### src/design/lane_trim_pkg.sv
package lane_trim_pkg;

  // Bus geometry: the address is a word index, byte address is four times it
  localparam int ADDR_W = 10;
  localparam int DATA_W = 32;

  // Trim register indices, timing trims first, array entry 0 first
  localparam logic [9:0] CORE_A_DUAL_TIME_TRIM_IDX = 10'h310;
  localparam logic [9:0] CORE_B_DUAL_TIME_TRIM_IDX = 10'h313;
  localparam logic [9:0] CORE_A_SINGLE_IN1_TIME_TRIM_IDX = 10'h314;
  localparam logic [9:0] CORE_B_SINGLE_IN1_TIME_TRIM_IDX = 10'h315;
  localparam logic [9:0] CORE_A_SINGLE_IN2_TIME_TRIM_IDX = 10'h31a;
  localparam logic [9:0] CORE_B_SINGLE_IN2_TIME_TRIM_IDX = 10'h31b;
  localparam logic [9:0] CORE_A_DUAL_IN1_OFFSET_TRIM_IDX = 10'h344;
  localparam logic [9:0] CORE_A_DUAL_IN2_OFFSET_TRIM_IDX = 10'h346;
  localparam logic [9:0] CORE_A_SINGLE_IN1_OFFSET_TRIM_IDX = 10'h348;

  // Alarm and control indices
  localparam logic [9:0] ALARM_STATUS_REGISTER_IDX = 10'h2c0;
  localparam logic [9:0] ALARM_MASK_IDX = 10'h2c2;
  localparam logic [9:0] LANE_FIFO_ALARM_FLAGS_IDX = 10'h2c4;
  localparam logic [9:0] TRIM_CTRL_IDX = 10'h300;

  // Array positions of the timing trims
  localparam int TT_A_DUAL = 0;
  localparam int TT_B_DUAL = 1;
  localparam int TT_A_IN1 = 2;
  localparam int TT_B_IN1 = 3;
  localparam int TT_A_IN2 = 4;
  localparam int TT_B_IN2 = 5;
  localparam int TIME_TRIMS = 6;

  // Array positions of the offset trims
  localparam int OT_DUAL_IN1 = 0;
  localparam int OT_DUAL_IN2 = 1;
  localparam int OT_SINGLE_IN1 = 2;
  localparam int OFFSET_TRIMS = 3;

  // Index tables, entry 0 rightmost
  localparam logic [5:0][9:0] TIME_IDX = {10'h31b, 10'h31a, 10'h315, 10'h314,
                                         10'h313, 10'h310};
  localparam logic [2:0][9:0] OFFSET_IDX = {10'h348, 10'h346, 10'h344};

  // Field widths and positions
  localparam int LANES = 16;
  localparam int TIME_W = 8;
  localparam int OFF_W = 12;
  localparam int OFF_REG_W = 16;
  localparam int MASK_W = 6;
  localparam int CTRL_W = 3;
  localparam int SUMMARY_FIFO_ALARM_BIT = 5;
  localparam int CTRL_SINGLE_BIT = 0;
  localparam int CTRL_INPUT_BIT = 1;
  localparam int CTRL_FGCAL_BIT = 2;

  // Reset values
  localparam logic [15:0] LANE_ALARM_RST = 16'hffff;
  localparam logic SUMMARY_ALARM_RST = 1'b1;
  localparam logic [5:0] ALARM_MASK_RST = 6'h3f;
  localparam logic [2:0] CTRL_RST = 3'h0;

  // Bus handshake phase
  typedef enum logic {
    BUS_IDLE = 1'b0,
    BUS_ACK = 1'b1
  } bus_state_e;

endpackage : lane_trim_pkg

### src/design/core_trim_select.sv
// Chooses the active trims from mode, input and calibration enable
module core_trim_select (
  input wire logic i_single,
  input wire logic i_second_input,
  input wire logic i_fgcal,
  input wire logic [5:0][7:0] i_time_trim,
  input wire logic [2:0][15:0] i_offset_trim,
  output logic [7:0] o_time_a,
  output logic [7:0] o_time_b,
  output logic [11:0] o_offset_a
);

  // Pure decode; the caller registers the result
  always_comb
  begin
    // Core A keeps its dual trim unless single mode with calibration
    o_time_a = i_time_trim[lane_trim_pkg::TT_A_DUAL];
    // Core B and offset fall back to no adjustment
    o_time_b = 8'h00;
    o_offset_a = 12'h000;
    if (i_single && i_fgcal)
    begin
      // Interleaved mode picks per sampled input
      o_time_a = i_second_input ? i_time_trim[lane_trim_pkg::TT_A_IN2]
                                : i_time_trim[lane_trim_pkg::TT_A_IN1];
      o_time_b = i_second_input ? i_time_trim[lane_trim_pkg::TT_B_IN2]
                                : i_time_trim[lane_trim_pkg::TT_B_IN1];
    end
    else if (!i_single && i_fgcal)
    begin
      o_time_b = i_time_trim[lane_trim_pkg::TT_B_DUAL];
    end
    if (i_single && !i_second_input)
    begin
      o_offset_a = i_offset_trim[lane_trim_pkg::OT_SINGLE_IN1][11:0];
    end
    else if (!i_single && i_fgcal)
    begin
      o_offset_a = i_second_input
                   ? i_offset_trim[lane_trim_pkg::OT_DUAL_IN2][11:0]
                   : i_offset_trim[lane_trim_pkg::OT_DUAL_IN1][11:0];
    end
  end

endmodule : core_trim_select

### src/design/lane_alarm_and_core_trim_regs.sv
// Functional notes
// - Each lane FIFO error sets its alarm bit
// - Write one clears lane bit, zero keeps
// - Persisting error sets the bit again
// - Write one to summary clears all lanes
// - Any lane error sets summary bit five
// - Timing trims shift each core's sampling instant
// - Trims load fuse values, software may overwrite
// - Dual mode: core A uses its dual trim
// - Dual with calibration: core B dual trim
// - Single calibrated: core A trim per input
// - Single calibrated: core B trim per input
// - Dual calibrated first input: offset one
// - Dual calibrated second input: offset two
// - Single mode first input: offset three
module lane_alarm_and_core_trim_regs (
  input wire logic i_clk,
  input wire logic i_rst,
  input wire logic [9:0] i_avs_address,
  input wire logic i_avs_read,
  input wire logic i_avs_write,
  input wire logic [31:0] i_avs_writedata,
  input wire logic [3:0] i_avs_byteenable,
  output logic [31:0] o_avs_readdata,
  output logic o_avs_waitrequest,
  input wire logic [15:0] i_lane_fifo_event,
  input wire logic [47:0] i_fuse_time_trim,
  input wire logic [35:0] i_fuse_offset_trim,
  output logic [7:0] o_time_trim_a,
  output logic [7:0] o_time_trim_b,
  output logic [11:0] o_offset_trim_a,
  output logic o_irq
);

  // Whole block state in one record
  typedef struct packed {
    lane_trim_pkg::bus_state_e bus;  // Handshake phase
    logic waitreq;                   // Registered wait request
    logic [31:0] rdata;              // Registered read data
    logic [15:0] lane_flags;         // Per-lane sticky alarms
    logic summary;                   // Summary FIFO alarm
    logic [5:0] mask;                // Alarm mask, one masks
    logic [2:0] ctrl;                // Mode, input and calibration
    logic [5:0][7:0] time_trim;      // Timing trims
    logic [2:0][15:0] off_trim;      // Offset trims, top nibble spare
    logic [7:0] out_time_a;          // Applied core A timing
    logic [7:0] out_time_b;          // Applied core B timing
    logic [11:0] out_off_a;          // Applied core A offset
    logic irq;                       // Interrupt level
  } regs_s;

  regs_s state;
  regs_s next_state;
  regs_s reset_state;

  logic [15:0] lane_evt;    // Synchronised error levels
  logic req;                // Any bus request
  logic take;               // First cycle of a request
  logic wr_fire;            // Write completes this edge
  logic [15:0] wmask;       // Byte lanes of a write
  logic [15:0] lane_clear;  // Lane bits cleared by software
  logic sum_clear;          // Summary bit cleared by software
  logic [31:0] rd_value;    // Read mux result
  logic [7:0] sel_time_a;   // Selected timing, core A
  logic [7:0] sel_time_b;   // Selected timing, core B
  logic [11:0] sel_off_a;   // Selected offset, core A

  // Lane errors come from the serial domain, so they are resynchronised
  lane_event_sync #(
    .WIDTH(lane_trim_pkg::LANES)
  ) u_sync (
    .i_clk(i_clk),
    .i_rst(i_rst),
    .i_async(i_lane_fifo_event),
    .o_sync(lane_evt)
  );

  // Trim choice from current settings
  core_trim_select u_select (
    .i_single(state.ctrl[lane_trim_pkg::CTRL_SINGLE_BIT]),
    .i_second_input(state.ctrl[lane_trim_pkg::CTRL_INPUT_BIT]),
    .i_fgcal(state.ctrl[lane_trim_pkg::CTRL_FGCAL_BIT]),
    .i_time_trim(state.time_trim),
    .i_offset_trim(state.off_trim),
    .o_time_a(sel_time_a),
    .o_time_b(sel_time_b),
    .o_offset_a(sel_off_a)
  );

  // Reset image; trims come from the fuse bank
  always_comb
  begin
    reset_state = '0;
    reset_state.bus = lane_trim_pkg::BUS_IDLE;
    reset_state.waitreq = 1'b1;
    reset_state.lane_flags = lane_trim_pkg::LANE_ALARM_RST;
    reset_state.summary = lane_trim_pkg::SUMMARY_ALARM_RST;
    reset_state.mask = lane_trim_pkg::ALARM_MASK_RST;
    reset_state.ctrl = lane_trim_pkg::CTRL_RST;
    reset_state.time_trim = i_fuse_time_trim;
    for (int t = 0; t < lane_trim_pkg::OFFSET_TRIMS; t++)
    begin
      // Spare top nibble starts at zero
      reset_state.off_trim[t] = {4'h0, i_fuse_offset_trim[t*12 +: 12]};
    end
  end

  // Request decode; a write lands only on the answering edge
  always_comb
  begin
    req = i_avs_read || i_avs_write;
    take = req && (state.bus == lane_trim_pkg::BUS_IDLE);
    wr_fire = i_avs_write && (state.bus == lane_trim_pkg::BUS_ACK);
    wmask = {{8{i_avs_byteenable[1]}}, {8{i_avs_byteenable[0]}}};
  end

  // Read mux; unmapped words and unused bits read zero, but offset words return all 16 bits, spare top nibble included
  always_comb
  begin
    rd_value = 32'h0000_0000;
    for (int t = 0; t < lane_trim_pkg::TIME_TRIMS; t++)
    begin
      if (i_avs_address == lane_trim_pkg::TIME_IDX[t])
      begin
        rd_value = {24'h000000, state.time_trim[t]};
      end
    end
    for (int t = 0; t < lane_trim_pkg::OFFSET_TRIMS; t++)
    begin
      if (i_avs_address == lane_trim_pkg::OFFSET_IDX[t])
      begin
        rd_value = {16'h0000, state.off_trim[t]};
      end
    end
    case (i_avs_address)
      lane_trim_pkg::ALARM_STATUS_REGISTER_IDX:
      begin
        rd_value[lane_trim_pkg::SUMMARY_FIFO_ALARM_BIT] = state.summary;
      end
      lane_trim_pkg::ALARM_MASK_IDX:
      begin
        rd_value = {26'h0000000, state.mask};
      end
      lane_trim_pkg::LANE_FIFO_ALARM_FLAGS_IDX:
      begin
        rd_value = {16'h0000, state.lane_flags};
      end
      lane_trim_pkg::TRIM_CTRL_IDX:
      begin
        rd_value = {29'h00000000, state.ctrl};
      end
      default:
      begin
        rd_value = rd_value;
      end
    endcase
  end

  // Software clear terms for the alarm bits
  always_comb
  begin
    lane_clear = 16'h0000;
    sum_clear = 1'b0;
    if (wr_fire && i_avs_address == lane_trim_pkg::LANE_FIFO_ALARM_FLAGS_IDX)
    begin
      lane_clear = i_avs_writedata[15:0] & wmask;
    end
    if (wr_fire && i_avs_address == lane_trim_pkg::ALARM_STATUS_REGISTER_IDX
        && i_avs_byteenable[0]
        && i_avs_writedata[lane_trim_pkg::SUMMARY_FIFO_ALARM_BIT])
    begin
      sum_clear = 1'b1;
      lane_clear = 16'hffff;
    end
  end

  // Next state of the whole block
  always_comb
  begin
    next_state = state;
    // One wait cycle, then a single answer cycle
    next_state.bus = take ? lane_trim_pkg::BUS_ACK : lane_trim_pkg::BUS_IDLE;
    next_state.waitreq = !take;
    if (take && i_avs_read)
    begin
      next_state.rdata = rd_value;
    end
    // Set beats clear, so an error in the clearing cycle is kept
    next_state.lane_flags = (state.lane_flags & ~lane_clear) | lane_evt;
    next_state.summary = (state.summary && !sum_clear) || (|lane_evt);
    if (wr_fire)
    begin
      // Plain read/write registers
      for (int t = 0; t < lane_trim_pkg::TIME_TRIMS; t++)
      begin
        if (i_avs_address == lane_trim_pkg::TIME_IDX[t] && i_avs_byteenable[0])
        begin
          next_state.time_trim[t] = i_avs_writedata[7:0];
        end
      end
      for (int t = 0; t < lane_trim_pkg::OFFSET_TRIMS; t++)
      begin
        if (i_avs_address == lane_trim_pkg::OFFSET_IDX[t])
        begin
          next_state.off_trim[t] = (state.off_trim[t] & ~wmask)
                                   | (i_avs_writedata[15:0] & wmask);
        end
      end
      if (i_avs_address == lane_trim_pkg::ALARM_MASK_IDX && i_avs_byteenable[0])
      begin
        next_state.mask = i_avs_writedata[5:0];
      end
      if (i_avs_address == lane_trim_pkg::TRIM_CTRL_IDX && i_avs_byteenable[0])
      begin
        next_state.ctrl = i_avs_writedata[2:0];
      end
    end
    // Applied trims refresh every cycle from the selector
    next_state.out_time_a = sel_time_a;
    next_state.out_time_b = sel_time_b;
    next_state.out_off_a = sel_off_a;
    // Interrupt follows the unmasked summary without extra lag
    next_state.irq = next_state.summary
                     && !next_state.mask[lane_trim_pkg::SUMMARY_FIFO_ALARM_BIT];
  end

  // Single state register
  always_ff @(posedge i_clk)
  begin
    if (i_rst)
    begin
      state <= reset_state;
    end
    else
    begin
      state <= next_state;
    end
  end

  // Outputs straight from the state flops
  assign o_avs_readdata = state.rdata;
  assign o_avs_waitrequest = state.waitreq;
  assign o_time_trim_a = state.out_time_a;
  assign o_time_trim_b = state.out_time_b;
  assign o_offset_trim_a = state.out_off_a;
  assign o_irq = state.irq;
endmodule : lane_alarm_and_core_trim_regs

### src/design/lane_event_sync.sv
// Two-stage synchroniser for the lane FIFO error levels
module lane_event_sync #(
  parameter int WIDTH = 16
) (
  input wire logic i_clk,
  input wire logic i_rst,
  input wire logic [WIDTH-1:0] i_async,
  output logic [WIDTH-1:0] o_sync
);

  // First stage feeds only the second
  typedef struct packed {
    logic [WIDTH-1:0] meta;
    logic [WIDTH-1:0] stable;
  } sync_s;

  sync_s state;
  sync_s next_state;

  // Shift one stage per clock
  always_comb
  begin
    next_state = state;
    next_state.meta = i_async;
    next_state.stable = state.meta;
  end

  // Clear both stages on reset
  always_ff @(posedge i_clk)
  begin
    if (i_rst)
    begin
      state <= '0;
    end
    else
    begin
      state <= next_state;
    end
  end

  assign o_sync = state.stable;

endmodule : lane_event_sync

### config.mk
export PLATFORM = sky130hd
export DESIGN_NAME = lane_alarm_and_core_trim_regs
export DESIGN_NICKNAME = d
export VERILOG_FILES = /design/src/design/lane_trim_pkg.sv /design/src/design/core_trim_select.sv /design/src/design/lane_alarm_and_core_trim_regs.sv /design/src/design/lane_event_sync.sv
export SDC_FILE = /design/constraint.sdc
export NUM_CORES = 1
export LEC_CHECK = 0
export BUFFER_PORTS_ARGS = -buffer_cell sky130_fd_sc_hd__buf_2
export CAP_MARGIN = 20
export CORE_MARGIN = 2
export CORE_UTILIZATION = 50
export DETAILED_ROUTE_END_ITERATION = 10
export GPL_ROUTABILITY_DRIVEN = 0
export GPL_TIMING_DRIVEN = 0
export PLACE_DENSITY_LB_ADDON = 0.08
export SYNTH_ARGS = -nofsm -noshare
export SYNTH_HDL_FRONTEND = slang
export SYNTH_SLANG_ARGS = --single-unit
export TNS_END_PERCENT = 30
### constraint.sdc
create_clock -name i_clk -period 1.85 [get_ports i_clk]
set_input_delay 0 -clock i_clk [delete_from_list [all_inputs] [get_ports i_clk]]
set_output_delay 0 -clock i_clk [all_outputs]
set_load 0.01 [all_outputs]
==> impl_metrics.toml, run 1 <==
[finish]
nets = 1494
final_cell_mix = "buf_2 (189), nand2_1 (163), dlygate4sd3_1 (118)"
final_common_cell = "buf_2"
syn2layout_area_growth_pct = 32.6
drive_above_1_share_pct = 25.4

[clock_network]
clk_latency_ns = 0.51
h-tree-depth = 1
cts-root-buf = "clkbuf_16"
cts_buffer_depth = 3
cts_sinks = 201
cts_tree = "built"
cts_setup_buffers = 0
cts_buffers = 22
clk_pin_slew_ns = 0.06

[pwr]
p_leak_nw = 5.54
vdd_ir_drop_max_mv = 0.668
total_power_w = 0.0106
p_per_area_nw_per_um2 = 804

[setup_path]
r2r_start = "state[126]$_SDFFE_PP0P_"
r2r-end = "o_time_trim_b[6]$_SDFF_PP0_"
r2r_slack_ns = 0.03
path_cells = "clkbuf_1 > clkbuf_4 > mux2i_1 > a211oi_1"
required_ns = 2.19
critPathMaxStageDelay_ns = 0.51
crit_fanout = 10
worstPathArrival_ns = 2.16
worst_setup_path_end_kind = "flop"
path_class = "reg2reg"
critPathLaunchType = "flop"
r2r_cells = 4
critical-path-slowest-cell = "a211oi_1"

[logic_synthesis]
syn_avg_cell_area_um2 = 9.80
yosysUniqueCellTypes = 70
async_flop_share_pct = 0
synth_area_um2 = 9940
ys.flop_type = "dfxtp_1"
synth_edf_count = 84
ys_seq_area_share_pct = 48.9
syn_inst = 1014
ys_ff_latch = 201
yosys_warnings = 0

[timing]
worst_slack_ns = 0.0300
tightest_slew_ns = 0.966
hold_slack_ns = 0.00693
period_minus_slack_ns = 1.82
period_share_pct = 98.4
hold_viol = 0
rsz0062_at_grt = "true"
max_slew_margin_pct = 35.6
fin_tns_setup_ns = 0
skew_ns = 0.0103
maxSlewViolCount = 0
fmax_mhz = 549
setup_viol = 0

[global_routing]
grt_pass1_vias = 8864
grt_pass1_wl_um = 50100
grt_start_max_net_pins = 16
antenna_found_initial = 3
grt_use_total_pct = 30.5
overflow = 0

[detailed_routing]
dr.pass1.iters = 7
initialDrtViolationCount = 1109
wl_per_cell_um = 20.4
ant_nets = 0
drc = 0
drt_wl_total_um = 33200
via_per_inst = 5.73
num_vias = 9328

[floorplanning]
die_w_um = 145
fp.dieH_um = 145
io_pins = 212
dieArea_um2 = 21000
row_count = 51
core_area_um2 = 19500
initial_core_util_pct = 51.1

[job]
maxCapViolCount = 0

[place]
io_buffers = 174
dp_slack_ns = -0.709
hpwl_um = 23600

[status]
outcome = "complete, no violations"

[hold_path]
whs_path_depth = 4
hp-class = "in2reg"
holdPathEnd = "o_avs_readdata[1]$_SDFFE_PP0P_"
hold_start = "i_avs_address[4]"
## worst max-delay path: cells and delay by family, from the launching register on
| kind | cells | cell delay, ns |
|---|---|---|
| AOI/OAI and AO/OA | 1 | 0.51 |
| buffers and inverters | 2 | 0.67 |
| DFF | 1 | 0.32 |
| muxes | 1 | 0.15 |
## power breakdown
part / switching (W) / total, W / internal (W)
logic: 0.000655 / 0.00125 / 0.000596
clock network: 0.00181 / 0.00433 / 0.00252
registers: 0.000159 / 0.00501 / 0.00485
total: 0.00262 / 0.0106 / 0.00797
## metrics by stage
step                      util (%)  instance area, µm²  instances
after floorplan                  -               10000       1029
after global placement        57.5               11200       1468
after detailed placement      57.6               11200       1469
after CTS                     67.5               13100       1625
after global routing          67.7               13200       1628
final                         67.7               13200       1628
## cells in the mapped netlist (13+ instances only)
master	count	share of area, %
nor3_1	19	0.96
buf_2	14	0.71
buf_4	68	5.1
nand2_1	163	6.2
mux2i_1	68	6.8
a311o_1	16	1.6
nand3_1	30	1.5
o21ai_0	35	1.8
dfxtp_1	117	24
edfxtp_1	84	25
clkbuf_1	54	2.0
nor2b_1	50	3.1
a211oi_1	20	1.5
nor2_1	65	2.5
nor4_1	13	0.82
## layer usage
layer  vias up  part of all wire (%)  track usage (%)
met5         -                     0                0
met4         0                   3.1             10.7
met3        82                    11             5.85
met2       599                    44             46.5
met1      4363                    42             43.7
li1       4284                     -                -
## flip-flops by register name (all words and copies together), names as in the netlist, named ones only
register and flops:
o_avs_waitrequest 1, u_sync.o_sync 16, u_sync.next_state 16, o_time_trim_b 8
o_irq 1, o_time_trim_a 8, state 111, o_offset_trim_a 12
o_avs_readdata 16
## cell families (layout without fill, tap and decap cells)
logic type / Yosys count / in the layout / synth area share [%]
buffers and inverters: 144 / 475 / 8.26
AO/OA/AOI/OAI: 188 / 188 / 14.3
AND/OR/NAND/NOR: 398 / 398 / 20.1
multiplexers: 80 / 80 / 8.21
XOR/XNOR: 2 / 2 / 0.176
flip-flops: 201 / 201 / 48.9
other: 1 / 19 / 0.0377
## what timing repair did
action                                  in CTS  in global routing
gates resized for setup                     19                 17
endpoints found under the hold margin      137                  0
endpoints found under the setup margin     188                 62
hold buffers                               118                  0
## worst max path at each step
stage	startpoint	endpoint	slack (ns)	depth (start not counted)
global route	state[184]$_SDFF_PP0_	o_avs_readdata[14]$_SDFFE_PP0P_	-0.008	5
detailed placement	i_avs_address[5]	state[56]$_DFFE_PP_	-0.71	5
floorplan	state[184]$_SDFF_PP0_	state[117]$_DFFE_PP_	0.04	6
global placement	i_avs_address[5]	state[56]$_DFFE_PP_	-1.03	4
CTS	state[126]$_SDFFE_PP0P_	o_offset_trim_a[1]$_SDFF_PP0_	0.03	5
finish	state[126]$_SDFFE_PP0P_	o_time_trim_b[6]$_SDFF_PP0_	0.03	4
## area by class of cell
class / instances / area [µm²]
clock buffers: 33 / 673
repair buffers: 293 / 2060
diodes: 3 / 7.51
flip-flops and latches: 201 / 4870
inverters: 3 / 11.3
multi-input cells: 684 / 4360
well taps: 265 / 332
plain buffers: 139 / 822
fillers: 1577 / 6280
clock inverters: 7 / 43.8
No activity file was read; power rests on OpenSTA's default activity.
==> inputs of run 2 (changes only) <==
--- a/config.mk
+++ b/config.mk
@@ -15,5 +15,6 @@
 export PLACE_DENSITY_LB_ADDON = 0.08
 export SYNTH_ARGS = -nofsm -noshare
 export SYNTH_HDL_FRONTEND = slang
+export SYNTH_HIERARCHICAL = 1
 export SYNTH_SLANG_ARGS = --single-unit
 export TNS_END_PERCENT = 30
==> run 2 against run 1 <==
  * Sequential power hardly changed
  * Clock power is 6.2% higher
  * Final cell count is 1.8% higher
  * Combinational power fell by 4%
  * Power rose by 2.3%
  * Flip-flop and latch count stayed put
==> impl_metrics.toml, run 2 <==
[timing]
maxSlewViolCount = 0
skew_ns = 0.0113
hold_viol = 0
tightest_slew_ns = 0.946
max_slew_margin_pct = 36.1
period_minus_slack_ns = 1.83
period_share_pct = 98.7
fmax_mhz = 547
rsz0062_at_grt = "true"
setup_viol = 0
worst_slack_ns = 0.0233

[finish]
final_common_cell = "buf_2"
regMostFlops = "state"
final_cell_mix = "buf_2 (187), nand2_1 (175), dlygate4sd3_1 (135)"
largest_register_ffs = 111
syn2layout_area_growth_pct = 37.1
nets = 1524
drive_above_1_share_pct = 24.4
design_area_um2 = 13400

[clock_network]
clk_latency_ns = 0.52
cts_sinks = 201
cts_buffer_depth = 3
clk_pin_slew_ns = 0.06
cts_buffers = 23
cts_tree = "built"
h-tree-depth = 1
cts-root-buf = "clkbuf_16"

[floorplanning]
dieArea_um2 = 20600
die_w_um = 144
fp.dieH_um = 144
row_count = 51
io_pins = 212
initial_core_util_pct = 50.6
core_area_um2 = 19300

[logic_synthesis]
synth_area_um2 = 9750
yosysUniqueCellTypes = 61
synth.largest_area_cell = "edfxtp_1"
syn_avg_cell_area_um2 = 9.59
ys_ff_latch = 201
yosys_warnings = 6
yosysMostFrequentCell = "nand2_1"
ys_seq_area_share_pct = 49.9
synth_top_cell_area_share_pct = 25.9
ys.flop_type = "dfxtp_1"
synth_commonest_cells = "nand2_1 (177), dfxtp_1 (117), edfxtp_1 (84), o21ai_0 (71), nor2b_1 (70)"
synth.area.top_cells = "edfxtp_1 (26%), dfxtp_1 (24%), nand2_1 (6.8%)"
synth_edf_count = 84
async_flop_share_pct = 0
syn_inst = 1017

[setup_path]
worstPathArrival_ns = 2.24
critical-path-slowest-cell = "or4b_4"
path_buf_inv = 3
critPathMostFrequentCell = "or4b_4"
path_cells = "buf_2 > or4b_4 > buf_8 > or4b_4 > buf_6 > or2_4 > a221oi_4 > o21ai_2 > a21o_1"
crit_fanout = 6
cpLargestDelayFamily = "simple AND/OR/NAND/NOR gates"
path_class = "in2reg"
critPathMaxStageDelay_ns = 0.54
required_ns = 2.26
critPathLaunchType = "input pin"
worst_setup_path_end_kind = "flop"

[place]
io_buffers = 173
dp_slack_ns = -0.906
placed_area_um2 = 11100
hpwl_um = 23300

[global_routing]
grt_pass1_wl_um = 48300
grt_start_max_net_pins = 14
overflow = 0
antenna_found_initial = 0
grt_pass1_vias = 8624
grt_use_total_pct = 31.1

[detailed_routing]
drt_wl_total_um = 32900
dr.pass1.iters = 6
ant_nets = 0
num_vias = 9195
via_per_inst = 5.55
wl_per_cell_um = 19.8
initialDrtViolationCount = 927
drc = 0

[pwr]
p_leak_nw = 5.64
total_power_w = 0.0108
p_per_area_nw_per_um2 = 811
vdd_ir_drop_max_mv = 0.720

[status]
outcome = "complete, no violations"

[job]
maxCapViolCount = 0

[hold_path]
hp-class = "in2reg"
run 2: final timing paths:
kind | slack, ns | start | endpoint | cells after the start
worst max register to register | 0.05 | state[184]$_SDFF_PP0_ | o_avs_readdata[4]$_SDFFE_PP0P_ | 6
worst min register to register | 0.43 | u_sync/next_state[3]$_SDFF_PP0_ | u_sync/o_sync[3]$_SDFF_PP0_ | 1
worst min-delay path | 0.03 | i_avs_address[6] | state[125]$_SDFFE_PP0P_ | 5
worst max-delay path | 0.02 | i_avs_address[6] | o_avs_readdata[2]$_SDFFE_PP0P_ | 9
run 2: kinds of logic after synthesis:
kind of cell | share of synthesized area, %
buf+inv | 8.01
flops | 49.9
mux | 6.67
compound gates | 17.1
xor+xnor | 0.0899
other cells | 0.0385
simple gates | 18.2
run 2: layer usage:
layer  wire length (µm)  share of wire (%)  global-route usage (%)
met4               1070                3.2                    9.49
met3               3710                 11                    6.50
met5                  0                  0                       0
met2              14400                 44                    48.6
met1              13700                 42                    43.4
run 2: area by class of cell:
| class | count | area [µm²] |
|---|---|---|
| Fill cell | 1540 | 5910 |
| Tap cell | 265 | 332 |
| Timing Repair Buffer | 318 | 2310 |
| Multi-Input combinational cell | 703 | 4260 |
| Antenna cell | 1 | 2.50 |
| Sequential cell | 201 | 4860 |
| Clock buffer | 34 | 686 |
| Buffer | 126 | 827 |
| Inverter | 1 | 3.75 |
| Clock inverter | 8 | 86.3 |
run 2: where the power goes:
group | switching (W) | internal [W]
clock | 0.00186 | 0.00274
combinational | 0.000599 | 0.000602
sequential | 0.000186 | 0.00485
total | 0.00264 | 0.00819
run 2: worst reg2reg max path, cell delays in order (launching register included):
cell and delay [ns]:
dfxtp_1 0.37, nor2b_1 0.12, buf_1 0.41, clkbuf_2 0.36, nor2_1 0.07, a211o_1 0.26
a31oi_1 0.14
run 2: metrics by stage:
stage	TNS [ns]	hold WS, ns	utilization [%]	instances
final	0	0.0309	69.3	1657
after global routing	-0.0300	0.0762	69.3	1656
after CTS	-0.0208	0.00207	68.7	1648
after detailed placement	-72.21	0.212	57.4	1471
after global placement	-75.12	0.209	57.4	1470
after floorplan	-3.77	0.0716	-	1032
run 2: what timing repair did:
action | in CTS | in global routing
buffers inserted | 0 | 8
hold buffers | 135 | 0
endpoints found under the hold margin | 156 | 0
pin swaps | 1 | 6
gates resized for setup | 15 | 26
setup endpoints to repair | 77 | 48
==> inputs of run 3 (changes only) <==
--- a/config.mk
+++ b/config.mk
@@ -5,6 +5,7 @@
 export SDC_FILE = /design/constraint.sdc
 export NUM_CORES = 1
 export LEC_CHECK = 0
+export ABC_AREA = 1
 export BUFFER_PORTS_ARGS = -buffer_cell sky130_fd_sc_hd__buf_2
 export CAP_MARGIN = 20
 export CORE_MARGIN = 2
==> run 3 against run 2 <==
  * Cell area is 1.5% higher
  * Non-clock buffer count is 8 lower
  * Critical path depth is 3 lower
  * Fmax is 4.6% higher
  * Count of clock-buffer cells in the layout is 1 higher
  * Wire length is 2.7% higher
  * Power is 2.7% lower
  * Worst hold slack better by 0.051 ns
  * Sequential share of layout area is 0.54 points lower
  * Critical path type is now reg2reg
==> impl_metrics.toml, run 3 <==
[status]
outcome = "complete, no violations"

[timing]
maxSlewViolCount = 0
tightest_slew_ns = 0.797
hold_viol = 0
max_slew_margin_pct = 46.8
setup_viol = 0
period_share_pct = 94.4
fmax_mhz = 572
hold_slack_ns = 0.0822
period_minus_slack_ns = 1.75
rsz0062_at_grt = "false"
skew_ns = 0.0222

[clock_network]
cts_buffers = 22
cts-root-buf = "clkbuf_16"
cts_buffer_depth = 3
cts_sinks = 201
clk_pin_slew_ns = 0.06
clk_latency_ns = 0.52
h-tree-depth = 1
cts_tree = "built"

[detailed_routing]
via_per_inst = 5.19
wl_per_cell_um = 17.4
drc = 0
drt_wl_total_um = 33800
ant_nets = 0
dr.pass1.iters = 8
num_vias = 10100
initialDrtViolationCount = 1193

[finish]
final_common_cell = "nand2_1"
regMostFlops = "state"
largest_register_ffs = 111
diodes = 0
post-route-util_pct = 69.2
nets = 1815
num-fill-cells = 1572
drive_above_1_share_pct = 21.6
syn2layout_area_growth_pct = 34.6
final_cell_mix = "nand2_1 (456), buf_2 (189), dlygate4sd3_1 (138)"

[setup_path]
path_class = "reg2reg"
worstPathArrival_ns = 1.97
r2r_start = "state[184]$_SDFF_PP0_"
required_ns = 2.07
crit_fanout = 10
worst_setup_path_end_kind = "flop"
path_cells = "nand2_2 > nor2_4 > buf_4 > inv_2 > o21ai_4 > buf_4"
critPathMaxStageDelay_ns = 0.34
critical-path-slowest-cell = "dfxtp_1"
r2r-end = "state[93]$_DFFE_PP_"
critPathMostFrequentCell = "buf_4"
path_buf_inv = 3
r2r_slack_ns = 0.10
r2r_cells = 6
critPathLaunchType = "flop"
cpLargestDelayFamily = "buffers and inverters"

[logic_synthesis]
syn_inst = 1308
ys_seq_area_share_pct = 48.3
ys.flop_type = "dfxtp_1"
synth.area.top_cells = "edfxtp_1 (25%), dfxtp_1 (23%), nand2_1 (17%)"
yosys_warnings = 6
async_flop_share_pct = 0
syn_avg_cell_area_um2 = 7.70
ys_ff_latch = 201
yosysMostFrequentCell = "nand2_1"
synth-compound-area-share_pct = 9.14
synth.largest_area_cell = "edfxtp_1"
yosys.area_share.simple_pct = 29.7
synth_edf_count = 84
muxShareOfSynthArea_pct = 0
yosysUniqueCellTypes = 32
synth_top_cell_area_share_pct = 25.0
synth_top_family_by_area = "simple AND/OR/NAND/NOR gates"
synthXorXnorAreaFrac_pct = 0
synth_commonest_cells = "nand2_1 (461), nor2_1 (134), inv_1 (124), dfxtp_1 (117), edfxtp_1 (84)"
synthAdderAreaFrac_pct = 0
synth_area_um2 = 10100

[place]
io_buffers = 176
hpwl_um = 23600

[job]
maxCapViolCount = 0

[pwr]
p_leak_nw = 6.45
vdd_ir_drop_max_mv = 0.764
p_per_area_nw_per_um2 = 777
total_power_w = 0.0105

[floorplanning]
die_w_um = 146
dieArea_um2 = 21300
fp.dieH_um = 146
initial_core_util_pct = 51.4
core_area_um2 = 19600
row_count = 51
io_pins = 212

[hold_path]
hold_start = "i_avs_address[7]"
holdPathEnd = "state[135]$_SDFF_PP1_"
whs_path_depth = 6
hp-class = "in2reg"

[global_routing]
grt_pass1_vias = 9518
grt_start_max_net_pins = 14
antenna_found_initial = 0
overflow = 0
grt_pass1_wl_um = 51400
grt_use_total_pct = 30.8
## run 3: changes by cell type in the layout (fill, tap and decap cells not counted), moves of 28 or more
cell / before / now
a22oi_1: 28 / 0
nand2_1: 175 / 456
nor2b_1: 70 / 0
mux2i_1: 65 / 0
nand3_1: 21 / 55
nand4_1: 3 / 38
o21ai_0: 71 / 3
nor2_1: 42 / 132
inv_1: 1 / 124
## run 3: repair_timing
action | in CTS | in global routing
hold buffers | 138 | 0
setup endpoints to repair | 85 | 61
endpoints found under the hold margin | 165 | 0
buffers inserted | 3 | 0
gates resized for setup | 15 | 6
pin swaps | 2 | 0
## run 3: power breakdown
part / switching (W) / internal (W) / total (W)
registers: 0.000152 / 0.00484 / 0.00499
clock network: 0.00181 / 0.00253 / 0.00434
logic: 0.000664 / 0.000549 / 0.00121
## run 3: layer usage
metal	track usage [%]	vias up	routed length [µm]
met5	0	-	0
met1	41.4	4589	13500
met3	5.14	77	3650
li1	-	4852	-
met4	8.53	0	1010
met2	51.7	575	15600
## run 3: tightest hold or removal path: cells and delay by family
kind	cells	cell delay (ns)
AOI/OAI and AO/OA	1	0.10
buffers and inverters	2	0.20
and+or+nand+nor	3	0.28
## run 3: per-stage QoR
| step | worst slack (ns) | std cells | cell area (µm²) | setup TNS, ns |
|---|---|---|---|---|
| after CTS | 0.0218 | 1946 | 13500 | 0 |
| final | 0.103 | 1946 | 13600 | 0 |
| after global placement | -0.769 | 1764 | 11300 | -35.11 |
| after detailed placement | -0.568 | 1765 | 11400 | -33.43 |
| after global routing | 0.00775 | 1946 | 13600 | 0 |
| after floorplan | -0.112 | 1323 | 10100 | -1.79 |
## run 3: cell families after synthesis
family | Yosys count
AOI/OAI and AO/OA | 135
buffers and inverters | 256
DFF | 201
other | 1
and+or+nand+nor | 715
## run 3: how the worst max path moves through the flow
stage | depth (start not counted) | slack (ns) | startpoint | endpoint
CTS | 6 | 0.02 | state[184]$_SDFF_PP0_ | state[93]$_DFFE_PP_
finish | 6 | 0.10 | state[184]$_SDFF_PP0_ | state[93]$_DFFE_PP_
floorplan | 5 | -0.11 | state[184]$_SDFF_PP0_ | state[100]$_DFFE_PP_
global route | 9 | 0.008 | state[184]$_SDFF_PP0_ | o_avs_readdata[4]$_SDFFE_PP0P_
global placement | 5 | -0.77 | state[184]$_SDFF_PP0_ | state[93]$_DFFE_PP_
detailed placement | 5 | -0.57 | state[184]$_SDFF_PP0_ | state[107]$_DFFE_PP_
## run 3: final cells by class
cell class	count	area, µm²	share of cell area, %
clock inverters	5	42.5	0.314
flip-flops and latches	201	4860	35.9
multi-input cells	866	4050	29.8
clock buffers	35	679	5.01
well taps	265	332	2.44
repair buffers	318	2300	17.0
plain buffers	118	777	5.73
inverters	138	518	3.82
